[src/cipr_pkg.sv]
// Package of constants for the CIP I/O object responder
`default_nettype none
package cipr_pkg;
  localparam int CLK_HZ = 10_000_000;
  localparam int FLASH_MS = 500;
  localparam int FLASH_CYC = (CLK_HZ / 1000) * FLASH_MS;
  localparam int NUM_IN = 8;
  localparam int NUM_OUT = 4;
  localparam int DW = 16;
  localparam int AW = 4;
  // Register offsets
  localparam logic [3:0] REG_RPI = 4'h0;
  localparam logic [3:0] REG_MULT = 4'h1;
  localparam logic [3:0] REG_IRQ_STS = 4'h2;
  localparam logic [3:0] REG_IRQ_MASK = 4'h3;
  localparam logic [3:0] REG_ID_STATUS = 4'h4;
  localparam logic [3:0] REG_ID_STATE = 4'h5;
  localparam logic [3:0] REG_SUBST = 4'h6;
  localparam logic [15:0] RPI_RST = 16'h2710;
  localparam logic [2:0] MULT_RST = 3'h0;
  localparam logic [3:0] MULT_BASE = 4'h2;
  // Interrupt bits
  localparam int IRQ_TIMEOUT = 0;
  localparam int IRQ_SHORT = 1;
  localparam int IRQ_BADREQ = 2;
  localparam int IRQ_W = 3;
  // Services
  localparam logic [7:0] SVC_GET_ALL = 8'h01;
  localparam logic [7:0] SVC_SET_ALL = 8'h02;
  localparam logic [7:0] SVC_RESET = 8'h05;
  localparam logic [7:0] SVC_DELETE = 8'h09;
  localparam logic [7:0] SVC_GET_SGL = 8'h0E;
  localparam logic [7:0] SVC_SET_SGL = 8'h10;
  // Classes
  localparam logic [7:0] CLS_IDENT = 8'h01;
  localparam logic [7:0] CLS_ASSY = 8'h04;
  localparam logic [7:0] CLS_CONN = 8'h06;
  localparam logic [7:0] CLS_DIP = 8'h08;
  localparam logic [7:0] CLS_DOP = 8'h09;
  localparam logic [7:0] CLS_RING = 8'h47;
  localparam logic [7:0] CLS_QOS = 8'h48;
  localparam logic [7:0] CLS_TCPIP = 8'hF5;
  localparam logic [7:0] CLS_LINK = 8'hF6;
  // Identity values
  localparam logic [15:0] ID_VERSION = 16'h0001;
  localparam logic [15:0] ID_MAX_INST = 16'h0001;
  localparam logic [15:0] ID_MAX_CLS_ATTR = 16'h0007;
  localparam logic [15:0] ID_MAX_INST_ATTR = 16'h0009;
  localparam logic [7:0] ATTR_VERSION = 8'h01;
  localparam logic [7:0] ATTR_MAX_INST = 8'h02;
  localparam logic [7:0] ATTR_MAX_CLS = 8'h06;
  localparam logic [7:0] ATTR_MAX_IATTR = 8'h07;
  localparam logic [7:0] ATTR_VENDOR = 8'h01;
  localparam logic [7:0] ATTR_PRODUCT = 8'h03;
  localparam logic [7:0] ATTR_STATUS = 8'h05;
  localparam logic [7:0] ATTR_STATE = 8'h08;
  localparam logic [7:0] ATTR_DATA = 8'h03;
  localparam logic [7:0] INST_CLASS = 8'h00;
  localparam logic [7:0] INST_SUBST = 8'd102;
  // State byte encodings
  localparam logic [7:0] ST_NONEXIST = 8'h00;
  localparam logic [7:0] ST_SELFTEST = 8'h01;
  localparam logic [7:0] ST_STANDBY = 8'h02;
  localparam logic [7:0] ST_OPER = 8'h03;
  localparam logic [7:0] ST_MAJ_REC = 8'h04;
  localparam logic [7:0] ST_MAJ_UNREC = 8'h05;
  localparam logic [7:0] ST_GETALL = 8'hFF;
  // Status word bits
  localparam int SW_OWNED = 0;
  localparam int SW_CONFIGURED = 2;
  localparam int SW_EXT_TIMEOUT = 4;
  localparam int SW_MINOR_REC = 8;
  localparam int SW_MAJOR_REC = 10;
endpackage
`default_nettype wire

[src/cipr_req_if.sv]
// Interface between the top and the request decoder
`default_nettype none
interface cipr_req_if;
  logic req_valid;
  logic [7:0] service;
  logic [7:0] class_code;
  logic [7:0] instance_id;
  logic [7:0] attr;
  logic [15:0] wdata;
  logic [15:0] status_word;
  logic [7:0] state_byte;
  logic rsp_valid;
  logic rsp_err;
  logic [15:0] rsp_data;
  logic sub_we;
  logic [3:0] sub_data;
  logic rst_svc;
  modport decoder (input req_valid, service, class_code, instance_id, attr, wdata, status_word, state_byte,
                   output rsp_valid, rsp_err, rsp_data, sub_we, sub_data, rst_svc);
  modport top (output req_valid, service, class_code, instance_id, attr, wdata, status_word, state_byte,
               input rsp_valid, rsp_err, rsp_data, sub_we, sub_data, rst_svc);
endinterface
`default_nettype wire

[src/cipr_wdog.sv]
// Connection supervision watchdog
`default_nettype none
module cipr_wdog (
  input wire logic sys_clk_i,
  input wire logic resetn_i,
  input wire logic kick_i,
  input wire logic [31:0] limit_i,
  output logic owned_o,
  output logic timeout_o
);
  logic [31:0] cnt_q, cnt_d;
  logic armed_q, armed_d;
  logic to_q, to_d;

  always_comb begin
    cnt_d = cnt_q;
    armed_d = armed_q;
    to_d = 1'b0;
    if (kick_i) begin
      cnt_d = '0;
      armed_d = 1'b1;
    end else if (armed_q) begin
      if (cnt_q >= limit_i - 32'h0000_0001) begin
        to_d = 1'b1;
        armed_d = 1'b0;
        cnt_d = '0;
      end else begin
        cnt_d = cnt_q + 32'h0000_0001;
      end
    end
  end

  always_ff @(posedge sys_clk_i) begin
    if (!resetn_i) begin
      cnt_q <= '0;
      armed_q <= 1'b0;
      to_q <= 1'b0;
    end else begin
      cnt_q <= cnt_d;
      armed_q <= armed_d;
      to_q <= to_d;
    end
  end

  assign owned_o = armed_q;
  assign timeout_o = to_q;

  property p_to_pulse;
    @(posedge sys_clk_i) disable iff (!resetn_i) to_q |=> !to_q;
  endproperty
  a_to_pulse: assert property (p_to_pulse) else $error("timeout not a single pulse");
  property p_kick_clears;
    @(posedge sys_clk_i) disable iff (!resetn_i) kick_i |=> armed_q && cnt_q == 32'h0000_0000 && !to_q;
  endproperty
  a_kick_clears: assert property (p_kick_clears) else $error("frame did not restart supervision");
endmodule
`default_nettype wire

[src/cipr_decode.sv]
// Explicit request decoder and identity attribute server
`default_nettype none
module cipr_decode #(
  parameter logic [15:0] VENDOR_CODE = 16'h00A5, // Arbitrary value
  parameter logic [15:0] PRODUCT_CODE = 16'h005A // Arbitrary value
) (
  input wire logic sys_clk_i,
  input wire logic resetn_i,
  cipr_req_if.decoder bus
);
  function automatic logic svc_ok(input logic [7:0] s);
    unique case (s)
      cipr_pkg::SVC_GET_ALL, cipr_pkg::SVC_SET_ALL, cipr_pkg::SVC_RESET,
      cipr_pkg::SVC_DELETE, cipr_pkg::SVC_GET_SGL, cipr_pkg::SVC_SET_SGL: svc_ok = 1'b1;
      default: svc_ok = 1'b0;
    endcase
  endfunction

  function automatic logic cls_ok(input logic [7:0] c);
    unique case (c)
      cipr_pkg::CLS_IDENT, cipr_pkg::CLS_ASSY, cipr_pkg::CLS_CONN, cipr_pkg::CLS_DIP, cipr_pkg::CLS_DOP,
      cipr_pkg::CLS_RING, cipr_pkg::CLS_QOS, cipr_pkg::CLS_TCPIP, cipr_pkg::CLS_LINK: cls_ok = 1'b1;
      default: cls_ok = 1'b0;
    endcase
  endfunction

  logic rv_q, rv_d, err_q, err_d, swe_q, swe_d, rst_q, rst_d;
  logic [15:0] dat_q, dat_d;
  logic [3:0] sd_q, sd_d;
  logic is_id, is_sub;

  always_comb begin
    rv_d = bus.req_valid;
    err_d = 1'b0;
    dat_d = '0;
    swe_d = 1'b0;
    sd_d = sd_q;
    rst_d = 1'b0;
    is_id = bus.class_code == cipr_pkg::CLS_IDENT;
    is_sub = bus.class_code == cipr_pkg::CLS_ASSY && bus.instance_id == cipr_pkg::INST_SUBST;
    if (bus.req_valid) begin
      if (!svc_ok(bus.service) || !cls_ok(bus.class_code)) begin
        err_d = 1'b1;
      end else if (is_id && bus.service == cipr_pkg::SVC_GET_SGL && bus.instance_id == cipr_pkg::INST_CLASS) begin
        unique case (bus.attr)
          cipr_pkg::ATTR_VERSION: dat_d = cipr_pkg::ID_VERSION;
          cipr_pkg::ATTR_MAX_INST: dat_d = cipr_pkg::ID_MAX_INST;
          cipr_pkg::ATTR_MAX_CLS: dat_d = cipr_pkg::ID_MAX_CLS_ATTR;
          cipr_pkg::ATTR_MAX_IATTR: dat_d = cipr_pkg::ID_MAX_INST_ATTR;
          default: err_d = 1'b1;
        endcase
      end else if (is_id && bus.service == cipr_pkg::SVC_GET_SGL) begin
        unique case (bus.attr)
          cipr_pkg::ATTR_VENDOR: dat_d = VENDOR_CODE;
          cipr_pkg::ATTR_PRODUCT: dat_d = PRODUCT_CODE;
          cipr_pkg::ATTR_STATUS: dat_d = bus.status_word;
          cipr_pkg::ATTR_STATE: dat_d = {8'h00, bus.state_byte};
          default: err_d = 1'b1;
        endcase
      end else if (is_id && bus.service == cipr_pkg::SVC_GET_ALL) begin
        dat_d = {cipr_pkg::ST_GETALL, cipr_pkg::ID_VERSION[7:0]};
      end else if (is_id && bus.service == cipr_pkg::SVC_RESET) begin
        rst_d = 1'b1;
      end else if (is_id) begin
        err_d = 1'b1;
      end else if (is_sub && bus.service == cipr_pkg::SVC_SET_SGL && bus.attr == cipr_pkg::ATTR_DATA) begin
        swe_d = 1'b1;
        sd_d = bus.wdata[3:0];
      end
    end
  end

  always_ff @(posedge sys_clk_i) begin
    if (!resetn_i) begin
      rv_q <= 1'b0;
      err_q <= 1'b0;
      dat_q <= '0;
      swe_q <= 1'b0;
      sd_q <= '0;
      rst_q <= 1'b0;
    end else begin
      rv_q <= rv_d;
      err_q <= err_d;
      dat_q <= dat_d;
      swe_q <= swe_d;
      sd_q <= sd_d;
      rst_q <= rst_d;
    end
  end

  assign bus.rsp_valid = rv_q;
  assign bus.rsp_err = err_q;
  assign bus.rsp_data = dat_q;
  assign bus.sub_we = swe_q;
  assign bus.sub_data = sd_q;
  assign bus.rst_svc = rst_q;

  property p_bad_no_effect;
    @(posedge sys_clk_i) disable iff (!resetn_i) err_q |-> !swe_q && !rst_q;
  endproperty
  a_bad_no_effect: assert property (p_bad_no_effect) else $error("error answer changed state");
  property p_bad_class;
    @(posedge sys_clk_i) disable iff (!resetn_i) bus.req_valid && !cls_ok(bus.class_code) |=> rv_q && err_q;
  endproperty
  a_bad_class: assert property (p_bad_class) else $error("bad class accepted");
endmodule
`default_nettype wire

[src/cipr_top.sv]
// Top of the CIP I/O object responder
//
// Behaviour
// - Each input indicator is lit exactly while its digital input is active.
// - Each output indicator is yellow while the output is on, red when shorted or overloaded, else dark.
// - Indicator index is byte then bit, so bit n of process byte 0 maps to indicator n.
// - On a connection timeout the device forces its outputs to the safe state by itself.
// - Substitute output values written through assembly instance 102 are stored for the safe state.
// - Every explicit request gets exactly one response.
// - Output data arrive cyclically with each implicit frame at the scanner's packet interval.
// - Services 01, 02, 05, 09, 0E and 10 are recognised.
// - Classes 01, 04, 06, 08, 09, 47, 48, F5 and F6 are accepted.
// - Identity class reports version 1, max instance 1, max class attribute 7, max instance attribute 9.
// - Identity status word carries owned, configured, extended status and fault bits, bits 1 and 3 zero.
// - Identity state byte is 2 (standby), 3 (operational) or 4 (major recoverable fault), and a get-all reply carries 255.
// - The network indicator flashes red after an owner connection timeout.
//
// The implementer's own choices: the strobed register port and the placing of the registers.
`default_nettype none
module cipr_top #(
  parameter int FLASH_CYC = cipr_pkg::FLASH_CYC,
  parameter logic [15:0] VENDOR_CODE = 16'h00A5, // Arbitrary value
  parameter logic [15:0] PRODUCT_CODE = 16'h005A // Arbitrary value
) (
  input wire logic sys_clk_i,
  input wire logic resetn_i,
  input wire logic [cipr_pkg::AW-1:0] reg_addr_i,
  input wire logic [cipr_pkg::DW-1:0] reg_wdata_i,
  input wire logic reg_wr_i,
  input wire logic reg_rd_i,
  output logic [cipr_pkg::DW-1:0] reg_rdata_o,
  input wire logic req_valid_i,
  input wire logic [7:0] req_service_i,
  input wire logic [7:0] req_class_i,
  input wire logic [7:0] req_instance_i,
  input wire logic [7:0] req_attr_i,
  input wire logic [15:0] req_wdata_i,
  output logic rsp_valid_o,
  output logic rsp_err_o,
  output logic [15:0] rsp_data_o,
  input wire logic io_frame_i,
  input wire logic [cipr_pkg::NUM_OUT-1:0] io_out_data_i,
  input wire logic [cipr_pkg::NUM_IN-1:0] din_i,
  input wire logic [cipr_pkg::NUM_OUT-1:0] short_i,
  output logic [cipr_pkg::NUM_OUT-1:0] dout_o,
  output logic [cipr_pkg::NUM_IN-1:0] led_in_o,
  output logic [cipr_pkg::NUM_OUT-1:0] led_out_yel_o,
  output logic [cipr_pkg::NUM_OUT-1:0] led_out_red_o,
  output logic net_red_o,
  output logic irq_o
);
  localparam int NI = cipr_pkg::NUM_IN;
  localparam int NO = cipr_pkg::NUM_OUT;

  ////////////////////////////////////////////////////////////////////////////
  // Submodules
  cipr_req_if rq ();
  logic wd_owned, wd_timeout;
  logic [31:0] limit_q, limit_d;

  cipr_decode #(.VENDOR_CODE(VENDOR_CODE), .PRODUCT_CODE(PRODUCT_CODE)) u_dec (
    .sys_clk_i(sys_clk_i),
    .resetn_i(resetn_i),
    .bus(rq)
  );

  cipr_wdog u_wd (
    .sys_clk_i(sys_clk_i),
    .resetn_i(resetn_i),
    .kick_i(io_frame_i),
    .limit_i(limit_q),
    .owned_o(wd_owned),
    .timeout_o(wd_timeout)
  );

  ////////////////////////////////////////////////////////////////////////////
  // State
  logic [15:0] rpi_q, rpi_d;
  logic [2:0] mult_q, mult_d;
  logic [NO-1:0] sub_q, sub_d, ioout_q, ioout_d, dout_q, dout_d, short_q;
  logic cfg_q, cfg_d, tout_q, tout_d;
  localparam int IRQ_W_L = cipr_pkg::IRQ_W;
  logic [IRQ_W_L-1:0] sts_q, sts_d, mask_q, mask_d, ev;
  logic [15:0] rdata_q, rdata_d, status_word;
  logic [7:0] state_byte;
  logic [31:0] fcnt_q, fcnt_d;
  logic flash_q, flash_d, net_q, net_d, irq_q, irq_d;
  logic [NI-1:0] ledi_q;
  logic [NO-1:0] ledy_q, ledr_q;
  logic rv_q, re_q;
  logic [15:0] rd_q;

  assign rq.req_valid = req_valid_i;
  assign rq.service = req_service_i;
  assign rq.class_code = req_class_i;
  assign rq.instance_id = req_instance_i;
  assign rq.attr = req_attr_i;
  assign rq.wdata = req_wdata_i;
  assign rq.status_word = status_word;
  assign rq.state_byte = state_byte;

  always_comb begin
    status_word = '0;
    status_word[cipr_pkg::SW_OWNED] = wd_owned;
    status_word[cipr_pkg::SW_CONFIGURED] = cfg_q;
    status_word[cipr_pkg::SW_EXT_TIMEOUT] = tout_q;
    status_word[cipr_pkg::SW_MINOR_REC] = |short_q;
    status_word[cipr_pkg::SW_MAJOR_REC] = tout_q;
    if (tout_q) begin
      state_byte = cipr_pkg::ST_MAJ_REC;
    end else if (wd_owned) begin
      state_byte = cipr_pkg::ST_OPER;
    end else begin
      state_byte = cipr_pkg::ST_STANDBY;
    end
  end

  ////////////////////////////////////////////////////////////////////////////
  // Registers and next state
  always_comb begin
    rpi_d = rpi_q;
    mult_d = mult_q;
    mask_d = mask_q;
    sub_d = sub_q;
    cfg_d = cfg_q;
    rdata_d = '0;
    limit_d = {16'h0000, rpi_q} << ({1'b0, mult_q} + cipr_pkg::MULT_BASE);
    ev = '0;
    ev[cipr_pkg::IRQ_TIMEOUT] = wd_timeout;
    ev[cipr_pkg::IRQ_SHORT] = |(short_i & ~short_q);
    ev[cipr_pkg::IRQ_BADREQ] = rq.rsp_valid && rq.rsp_err;
    sts_d = sts_q;
    if (reg_wr_i) begin
      unique case (reg_addr_i)
        cipr_pkg::REG_RPI: rpi_d = reg_wdata_i;
        cipr_pkg::REG_MULT: mult_d = reg_wdata_i[2:0];
        cipr_pkg::REG_IRQ_STS: sts_d = sts_q & ~reg_wdata_i[IRQ_W_L-1:0];
        cipr_pkg::REG_IRQ_MASK: mask_d = reg_wdata_i[IRQ_W_L-1:0];
        default: ;
      endcase
    end
    sts_d = sts_d | ev;
    if (rq.sub_we) begin
      sub_d = rq.sub_data;
      cfg_d = 1'b1;
    end
    if (reg_rd_i) begin
      unique case (reg_addr_i)
        cipr_pkg::REG_RPI: rdata_d = rpi_q;
        cipr_pkg::REG_MULT: rdata_d = {13'h0000, mult_q};
        cipr_pkg::REG_IRQ_STS: rdata_d = {13'h0000, sts_q};
        cipr_pkg::REG_IRQ_MASK: rdata_d = {13'h0000, mask_q};
        cipr_pkg::REG_ID_STATUS: rdata_d = status_word;
        cipr_pkg::REG_ID_STATE: rdata_d = {8'h00, state_byte};
        cipr_pkg::REG_SUBST: rdata_d = {12'h000, sub_q};
        default: rdata_d = '0;
      endcase
    end
    irq_d = |(sts_d & mask_d);
  end

  ////////////////////////////////////////////////////////////////////////////
  // Outputs, timeout and indicators
  always_comb begin
    ioout_d = io_frame_i ? io_out_data_i : ioout_q;
    tout_d = tout_q;
    if (wd_timeout) begin
      tout_d = 1'b1;
    end else if (io_frame_i || rq.rst_svc) begin
      tout_d = 1'b0;
    end
    dout_d = tout_d ? sub_d : ioout_d;
    fcnt_d = fcnt_q + 32'h0000_0001;
    flash_d = flash_q;
    if (fcnt_q >= 32'(FLASH_CYC - 1)) begin
      fcnt_d = '0;
      flash_d = !flash_q;
    end
    net_d = tout_d && flash_d;
  end

  always_ff @(posedge sys_clk_i) begin
    if (!resetn_i) begin
      rpi_q <= cipr_pkg::RPI_RST;
      mult_q <= cipr_pkg::MULT_RST;
      limit_q <= '0;
      sts_q <= '0;
      mask_q <= '0;
      sub_q <= '0;
      cfg_q <= 1'b0;
      rdata_q <= '0;
      irq_q <= 1'b0;
      ioout_q <= '0;
      tout_q <= 1'b0;
      dout_q <= '0;
      fcnt_q <= '0;
      flash_q <= 1'b0;
      net_q <= 1'b0;
      short_q <= '0;
      ledi_q <= '0;
      ledy_q <= '0;
      ledr_q <= '0;
      rv_q <= 1'b0;
      re_q <= 1'b0;
      rd_q <= '0;
    end else begin
      rpi_q <= rpi_d;
      mult_q <= mult_d;
      limit_q <= limit_d;
      sts_q <= sts_d;
      mask_q <= mask_d;
      sub_q <= sub_d;
      cfg_q <= cfg_d;
      rdata_q <= rdata_d;
      irq_q <= irq_d;
      ioout_q <= ioout_d;
      tout_q <= tout_d;
      dout_q <= dout_d;
      fcnt_q <= fcnt_d;
      flash_q <= flash_d;
      net_q <= net_d;
      short_q <= short_i;
      ledi_q <= din_i;
      ledy_q <= dout_d & ~short_i;
      ledr_q <= short_i;
      rv_q <= rq.rsp_valid;
      re_q <= rq.rsp_err;
      rd_q <= rq.rsp_data;
    end
  end

  assign reg_rdata_o = rdata_q;
  assign rsp_valid_o = rv_q;
  assign rsp_err_o = re_q;
  assign rsp_data_o = rd_q;
  assign dout_o = dout_q;
  assign led_in_o = ledi_q;
  assign led_out_yel_o = ledy_q;
  assign led_out_red_o = ledr_q;
  assign net_red_o = net_q;
  assign irq_o = irq_q;

  ////////////////////////////////////////////////////////////////////////////
  // Assertions
  property p_one_rsp;
    @(posedge sys_clk_i) disable iff (!resetn_i) req_valid_i |-> ##2 rsp_valid_o;
  endproperty
  a_one_rsp: assert property (p_one_rsp) else $error("request without response");
  property p_no_spurious;
    @(posedge sys_clk_i) disable iff (!resetn_i) rsp_valid_o |-> $past(req_valid_i, 2);
  endproperty
  a_no_spurious: assert property (p_no_spurious) else $error("response without request");
  property p_safe;
    @(posedge sys_clk_i) disable iff (!resetn_i) wd_timeout && !rq.sub_we |=> dout_o == sub_q && tout_q;
  endproperty
  a_safe: assert property (p_safe) else $error("outputs not safe after timeout");
  property p_led_in;
    @(posedge sys_clk_i) disable iff (!resetn_i) 1'b1 |=> led_in_o == $past(din_i);
  endproperty
  a_led_in: assert property (p_led_in) else $error("input indicator mismatch");
  property p_led_red;
    @(posedge sys_clk_i) disable iff (!resetn_i) ##1 (led_out_red_o & led_out_yel_o) == '0;
  endproperty
  a_led_red: assert property (p_led_red) else $error("output indicator both colours");
  property p_net;
    @(posedge sys_clk_i) disable iff (!resetn_i) net_red_o |-> tout_q;
  endproperty
  a_net: assert property (p_net) else $error("network red without timeout");
  property p_sw_rsvd;
    @(posedge sys_clk_i) disable iff (!resetn_i) !status_word[1] && !status_word[3];
  endproperty
  a_sw_rsvd: assert property (p_sw_rsvd) else $error("reserved status bits set");
  property p_state;
    @(posedge sys_clk_i) disable iff (!resetn_i) wd_owned && !tout_q |-> state_byte == cipr_pkg::ST_OPER;
  endproperty
  a_state: assert property (p_state) else $error("owned not operational");
  property p_limit;
    @(posedge sys_clk_i) disable iff (!resetn_i) reg_wr_i && reg_addr_i == cipr_pkg::REG_MULT
      |=> ##1 limit_q == ({16'h0000, rpi_q} << ({1'b0, mult_q} + cipr_pkg::MULT_BASE));
  endproperty
  a_limit: assert property (p_limit) else $error("timeout limit not derived");
  property p_sub;
    @(posedge sys_clk_i) disable iff (!resetn_i) rq.sub_we |=> sub_q == $past(rq.sub_data) && cfg_q;
  endproperty
  a_sub: assert property (p_sub) else $error("substitute not stored");
  c_timeout: cover property (@(posedge sys_clk_i) disable iff (!resetn_i) wd_timeout);
  c_bad_req: cover property (@(posedge sys_clk_i) disable iff (!resetn_i) rsp_valid_o && rsp_err_o);
  c_sub_wr: cover property (@(posedge sys_clk_i) disable iff (!resetn_i) rq.sub_we);
  c_irq: cover property (@(posedge sys_clk_i) disable iff (!resetn_i) irq_o);
endmodule
`default_nettype wire

[config.mk]
export PLATFORM = sky130hd
export DESIGN_NAME = cipr_top
export DESIGN_NICKNAME = d
export VERILOG_FILES = /design/src/cipr_pkg.sv /design/src/cipr_req_if.sv /design/src/cipr_wdog.sv /design/src/cipr_decode.sv /design/src/cipr_top.sv
export SDC_FILE = /design/constraint.sdc
export NUM_CORES = 1
export LEC_CHECK = 0
export BUFFER_PORTS_ARGS = -buffer_cell sky130_fd_sc_hd__buf_2
export CORE_MARGIN = 3
export CORE_UTILIZATION = 50
export DETAILED_ROUTE_END_ITERATION = 10
export MAX_ROUTING_LAYER = met4
export PLACE_DENSITY = 0.72
export SLEW_MARGIN = 40
export SYNTH_ARGS = -nofsm -noshare
export SYNTH_HDL_FRONTEND = slang
export SYNTH_SLANG_ARGS = --single-unit
[constraint.sdc]
create_clock -name sys_clk_i -period 7.95 [get_ports sys_clk_i]
set_input_delay 0.3975 -clock sys_clk_i [delete_from_list [all_inputs] [get_ports sys_clk_i]]
set_output_delay 0.3975 -clock sys_clk_i [all_outputs]
set_load 0.005 [all_outputs]
==> reports/metrics.cfg, run 1 <==
[sta]
period_needed_ps = 4020
hold_viol_final = 0
finalCritPeriodShare = 0.505
finalSetupViolations = 0
relSlewSlack = 0.458
clock-skew-final_ps = 15.0
finalMaxSlewViolations = 0
grt_setup_unrepaired = false
tightest_slew_ps = 807
max_freq_mhz = 249
setup-tns-final_ps = 0

[logic_synthesis]
dominantRegCellSynth = dfxtp_1
yosysSeqAreaShare = 0.424
synth_area_mm2 = 0.00959
ys_warn_count = 0
syn_area_per_cell_um2 = 8.89
synth_edf_count = 0
synth-seq-cells = 203
syn_inst = 1079
synth_cell_types = 66
synthArstFlopShare = 0

[clocking]
numCtsBuffers = 22
clkLatencyLatePin_ps = 500
cts_setup_buffers = 0
htreeDepth = 1
cts-root-buf = clkbuf_16
cts-resized-gates = 0
clockBufferDepth = 3
clk_pin_slew_ps = 60
clock_sinks = 203
cts_tree = done
postCtsHoldBufs = 0

[floorplan]
die_w_um = 145
io_pins = 146
core_area_mm2 = 0.0188
start_util = 0.511
dieArea_mm2 = 0.0209
rows = 50
die_h_um = 145

[power_and_ir_drop]
p_per_area_mw_per_mm2 = 199
vdd_drop_max_mv = 0.160
p_total_w = 0.00222
p_leak_nw = 4.42

[drt]
topRoutingLayerUsed = met4
vias = 7902
routed_wl_um = 21500
drc_errors = 0
wl_met2_um = 10100
ant_nets = 0
viasPerCell = 5.46
wl_met1_um = 10100
wire_per_inst_um = 14.8
drt_pass1_iterations = 5
first_iter_violations = 580
wl_met3_um = 859

[layout]
nNetsFinal = 1323
areaGrowthSynthToFinish_pct = 16.6
diodes = 0
post-route-util = 0.596
drive_above_1_share = 0.176

[global_routing]
antenna_found_initial = 0
grt_start_max_net_pins = 49
gr-total-overflow = 0
grt_pass1_wl_um = 35100
grt_usage = 0.207
grt_pass1_vias = 7211

[flow_run]
drv_cap = 0

[worst_setup_path]
rr_endpoint = u_wd.owned_o
crit_end = u_wd.owned_o
r2r-start = limit_q[8]
reg2regPathDepth = 11
rrSetupSlack_ps = 3930
critPathLaunch = limit_q[8]
arrival_ps = 4400
critPathLaunchType = flip-flop
crit_required_ps = 8330
critPathKind = flip-flop to flip-flop
cp-end-kind = flip-flop
cp_max_fo = 7

[placement]
portBuffers = 133
dp_hpwl_um = 15500
place_congestion = 0.855

[outcome]
status = finished, final reports clean

[min_path]
worstHoldPathType = input port to flip-flop

-- metal layers --
metal,track usage,vias to the layer above
met5,-,-
met3,0.0304,33
met1,0.283,3650
met4,0.0540,0
li1,-,4056
met2,0.324,163
-- registers in the layout, indices dropped and copies added, names as in the netlist, 8 cells and up --
name and cells:
reg_rdata_o 16, rsp_data_o 11, fcnt_q 32, rpi_q 16, u_wd.cnt_q 32, limit_q 31, led_in_o 8, u_dec.bus.rsp_data 11
-- cells by family after synthesis --
| family | synth area share |
|---|---|
| AOI/OAI and AO/OA | 0.0864 |
| xor gates and xnor gates | 0.0694 |
| adders and majority gates | 0.0470 |
| buffers and inverters | 0.0359 |
| DFF | 0.424 |
| muxes | 0.0704 |
| other | 0.000391 |
| and+or+nand+nor | 0.267 |
-- worst min path at each step --
stage	from	to	slack, ps	depth (start not counted)
3_5_place_dp	u_dec.bus.rsp_data[9]	rsp_data_o[9]	420	1
3_3_place_gp	u_dec.bus.rsp_data[4]	rsp_data_o[4]	410	1
6_report	din_i[6]	led_in_o[6]	90	2
2_1_floorplan	u_dec.bus.rsp_data[0]	rsp_data_o[0]	410	1
5_1_grt	din_i[6]	led_in_o[6]	90	2
4_1_cts	din_i[6]	led_in_o[6]	80	2
-- cells in the final DEF (no fill, tap or decap), types with 5 or more instances in the layout --
master | synthesis | layout
and4_1 | 8 | 8
buf_4 | 5 | 7
mux2i_1 | 27 | 27
conb_1 | 1 | 9
nand2_1 | 102 | 102
mux2_2 | 10 | 10
a21o_1 | 5 | 5
a22oi_1 | 10 | 10
nor3_1 | 76 | 76
mux4_2 | 13 | 13
ha_1 | 36 | 36
clkbuf_16 | 0 | 23
xnor2_1 | 50 | 50
o211ai_1 | 5 | 5
nor2b_1 | 15 | 15
inv_1 | 32 | 32
nand3_1 | 41 | 41
xor2_1 | 26 | 26
dfxtp_1 | 203 | 202
nor4_1 | 28 | 28
o21ai_0 | 17 | 17
nor4b_1 | 5 | 5
nand2b_1 | 8 | 8
buf_2 | 2 | 133
or3_1 | 10 | 10
clkbuf_8 | 0 | 5
a211oi_1 | 13 | 12
a21oi_1 | 37 | 37
nand4_1 | 19 | 19
nor2_1 | 114 | 114
and3_1 | 9 | 9
and2_1 | 39 | 40
nand4b_1 | 5 | 5
-- per-stage QoR --
step,instances,setup WS [ps],cell area (um2),hold WS [ps]
6_report,1447,3930,11200,95.0
5_1_grt,1447,3640,11200,86.4
4_1_cts,1447,3940,11200,75.9
3_5_place_dp,1407,4010,10400,417
3_3_place_gp,1406,4070,10400,415
2_1_floorplan,1087,4200,9620,412
-- cell usage after synthesis (9+ instances only) --
cell type | number | area share
dfxtp_1 | 203 | 0.42
nor2_1 | 114 | 0.045
nand2_1 | 102 | 0.040
nor3_1 | 76 | 0.040
xnor2_1 | 50 | 0.046
clkbuf_1 | 41 | 0.016
nand3_1 | 41 | 0.021
and2_1 | 39 | 0.025
a21oi_1 | 37 | 0.019
ha_1 | 36 | 0.047
inv_1 | 32 | 0.013
nor4_1 | 28 | 0.018
mux2i_1 | 27 | 0.028
xor2_1 | 26 | 0.024
nand4_1 | 19 | 0.012
o21ai_0 | 17 | 0.0089
nor2b_1 | 15 | 0.0098
a211oi_1 | 13 | 0.010
mux4_2 | 13 | 0.031
a22oi_1 | 10 | 0.0078
mux2_2 | 10 | 0.012
or3_1 | 10 | 0.0065
and3_1 | 9 | 0.0059
-- critical path, cell delays in order (launching register included) --
cell	delay, ps
dfxtp_1	330
or4_1	560
or4b_1	700
or3_4	410
nor2_1	120
xnor2_1	130
ha_1	260
and3_1	170
a221o_1	350
a22oi_1	230
nand3_1	240
o41ai_1	400
-- cell type report --
| cell class | instances | area [um2] |
|---|---|---|
| clock buffer | 32 | 659 |
| clock inverter | 8 | 95.1 |
| fill | 1616 | 7590 |
| inverter | 32 | 120 |
| multi-input combinational | 798 | 5230 |
| sequential | 203 | 4070 |
| tap | 234 | 293 |
| timing repair buffer | 140 | 718 |
-- report_power, final --
part | internal (W) | switching (W)
Sequential | 0.00103 | 0.0000117
Combinational | 0.0000592 | 0.0000818
Clock | 0.000640 | 0.000396
Note: power is estimated with default switching activity, not from simulation.
==> run 2: changes to the inputs <==
Clock period 7.95 ns to 3.9 ns, I/O delays scaled along.
==> reports/metrics.cfg, run 2 (synthesized netlist as in run 1, its figures left out) <==
[clocking]
cts_tree = done
htreeDepth = 1  ; unchanged
numCtsBuffers = 22  ; unchanged
cts-root-buf = clkbuf_16
clkLatencyLatePin_ps = 500  ; about the same
clock_sinks = 203  ; unchanged
clk_pin_slew_ps = 60  ; about the same
clockBufferDepth = 3  ; unchanged

[drt]
ant_nets = 0  ; unchanged
wire_per_inst_um = 15.4  ; +3.5%
viasPerCell = 5.52  ; +0.99%
routed_wl_um = 23000  ; +7.0%
first_iter_violations = 517  ; -11%
drc_errors = 0  ; unchanged
vias = 8245  ; +4.3%
drt_pass1_iterations = 5  ; unchanged

[layout]
final_common_cell = dfxtp_1
post-route-util = 0.629  ; +0.0328
reg_top3 = fcnt_q x32, u_wd.cnt_q x32, limit_q x31
nNetsFinal = 1372  ; +3.7%
finalNonFillerCells = 1495  ; +3.3%
drive_above_1_share = 0.193  ; +0.0171
final_cell_mix = dfxtp_1, buf_2, nor2_1, nand2_1, nor3_1
areaGrowthSynthToFinish_pct = 23.0
diodes = 0  ; unchanged
fillCellCount = 1552  ; -4.0%

[flow_run]
drv_cap = 0  ; unchanged

[sta]
setup-tns-final_ps = 0  ; unchanged
grt_setup_unrepaired = true
clock-skew-final_ps = 12.8  ; -2.16 ps
finalSetupViolations = 0  ; unchanged
tightest_slew_ps = 755  ; -51.9 ps
finalMaxSlewViolations = 0  ; unchanged
max_freq_mhz = 259  ; +4.0%
hold_viol_final = 0  ; unchanged
relSlewSlack = 0.492  ; +0.0345
period_needed_ps = 3860  ; -155 ps
finalCritPeriodShare = 0.991  ; +0.485
whs_ps = 9.07  ; -85.9 ps

[worst_setup_path]
path_buf_inv = 1  ; +1
arrival_ps = 4280  ; -120 ps
crit_family = simple AND/OR/NAND/NOR gates
path_cells = or4_4 > or4_4 > nor3_1 > xnor2_1 > ha_1 > and3_1 > a221o_1 > a22oi_2 > a41oi_4 > clkbuf_16 > nor3_1
reg2regPathDepth = 11  ; unchanged
cp-end-kind = flip-flop
critPathKind = flip-flop to flip-flop
rr_endpoint = u_wd.cnt_q[14]
r2r-start = limit_q[13]
crit_required_ps = 4320  ; -4010 ps
critPathLaunchType = flip-flop
cpPeakStageDelay_ps = 560  ; -140 ps
crit_path_top_delay_cell = or4_4
rrSetupSlack_ps = 40  ; -3890 ps
cp_max_fo = 7  ; unchanged

[min_path]
holdPathStages = 3  ; +1
min_to = led_out_red_o[1]
hp-start = short_i[1]
worstHoldPathType = input port to flip-flop

[outcome]
status = finished, final reports clean

[power_and_ir_drop]
vdd_drop_max_mv = 0.385  ; +140%
p_sw_w = 0.00103  ; +110%
p_seq_frac = 0.453  ; -0.017
combPwrFrac = 0.074  ; +0.011
power_frac_clock = 0.473  ; +0.007
p_leak_nw = 4.70  ; +6.3%
p_total_w = 0.00471  ; +110%
swShare = 0.220  ; -0.000543
p_per_area_mw_per_mm2 = 399  ; +100%
p_int_w = 0.00368  ; +110%

[global_routing]
grt_usage = 0.216  ; +0.00905
antenna_found_initial = 0  ; unchanged
grt_pass1_vias = 7651  ; +6.1%
grt_start_max_net_pins = 46  ; -6.1%
grt_pass1_wl_um = 36700  ; +4.5%
gr-total-overflow = 0  ; unchanged

[floorplan]
io_pins = 146  ; unchanged
dieArea_mm2 = 0.0209  ; unchanged
start_util = 0.511  ; unchanged
die_h_um = 145  ; unchanged
rows = 50  ; unchanged
core_area_mm2 = 0.0188  ; unchanged
die_w_um = 145  ; unchanged

[placement]
portBuffers = 133  ; unchanged
place_congestion = 0.896  ; +4.8%
dp.cells = 1412  ; +0.36%
dp_hpwl_um = 15600  ; +0.55%

-- run 2: cell types whose count changed in the layout (fill, tap and decap cells not counted), sizes merged --
cell         delta
bufinv          +2
clkinvlp        -1
inv             +1
buf            +14
clkbuf          -1
dlygate4sd3    +33
-- run 2: what timing repair did --
action / in CTS / in global routing
cloned: 0 / 3
endpoints found under the setup margin: 10 / 33
pin swaps: 0 / 7
hold endpoints to repair: 36 / 0
setup buffers: 0 / 8
hold buffers: 33 / 0
resized for setup: 1 / 16
-- run 2: how the worst max path moves through the flow --
stage | startpoint | end | depth (start not counted)
global placement | limit_q[11] | u_wd.cnt_q[31] | 12
finish | limit_q[13] | u_wd.cnt_q[14] | 11
floorplan | limit_q[8] | u_wd.cnt_q[22] | 14
CTS | limit_q[8] | u_wd.cnt_q[2] | 13
global route | limit_q[11] | u_wd.cnt_q[16] | 11
detailed placement | limit_q[11] | u_wd.cnt_q[14] | 12
-- run 2: power groups by stage --
stage	Sequential, W	Combinational, W	Clock (W)
2_1_floorplan	0.00217	0.000180	0
3_3_place_gp	0.00218	0.000286	0
3_5_place_dp	0.00218	0.000292	0
4_1_cts	0.00213	0.000321	0.00227
5_1_grt	0.00214	0.000384	0.00234
6_report	0.00213	0.000350	0.00223
-- run 2: area by class of cell --
class / instances / area [um2] / share of cell area
inverters: 32 / 120 / 0.0102
well taps: 234 / 293 / 0.0248
clock buffers: 29 / 628 / 0.0532
repair buffers: 189 / 1230 / 0.105
clock inverters: 10 / 160 / 0.0136
flip-flops and latches: 203 / 4070 / 0.345
multi-input cells: 798 / 5290 / 0.449
-- run 2: metrics by stage --
step / worst slack (ps) / instance area (um2)
6_report: 36.9 / 11800
5_1_grt: -118 / 11800
4_1_cts: 40.1 / 11600
3_5_place_dp: -6.25 / 10500
3_3_place_gp: 121 / 10500
2_1_floorplan: 154 / 9620
-- run 2: metal layers --
layer,GRT usage,up-vias,part of all wire
li1,-,4148,-
met1,0.287,3808,0.45
met2,0.346,241,0.48
met3,0.0311,48,0.053
met4,0.0623,0,0.025
met5,-,-,0
-- run 2: worst register-to-register path, cell delays in order, from the launching register on --
cell	delay [ps]
dfxtp_1	330
or4_4	560
or4_4	480
nor3_1	400
xnor2_1	200
ha_1	270
and3_1	200
a221o_1	360
a22oi_2	270
a41oi_4	270
clkbuf_16	250
nor3_1	190
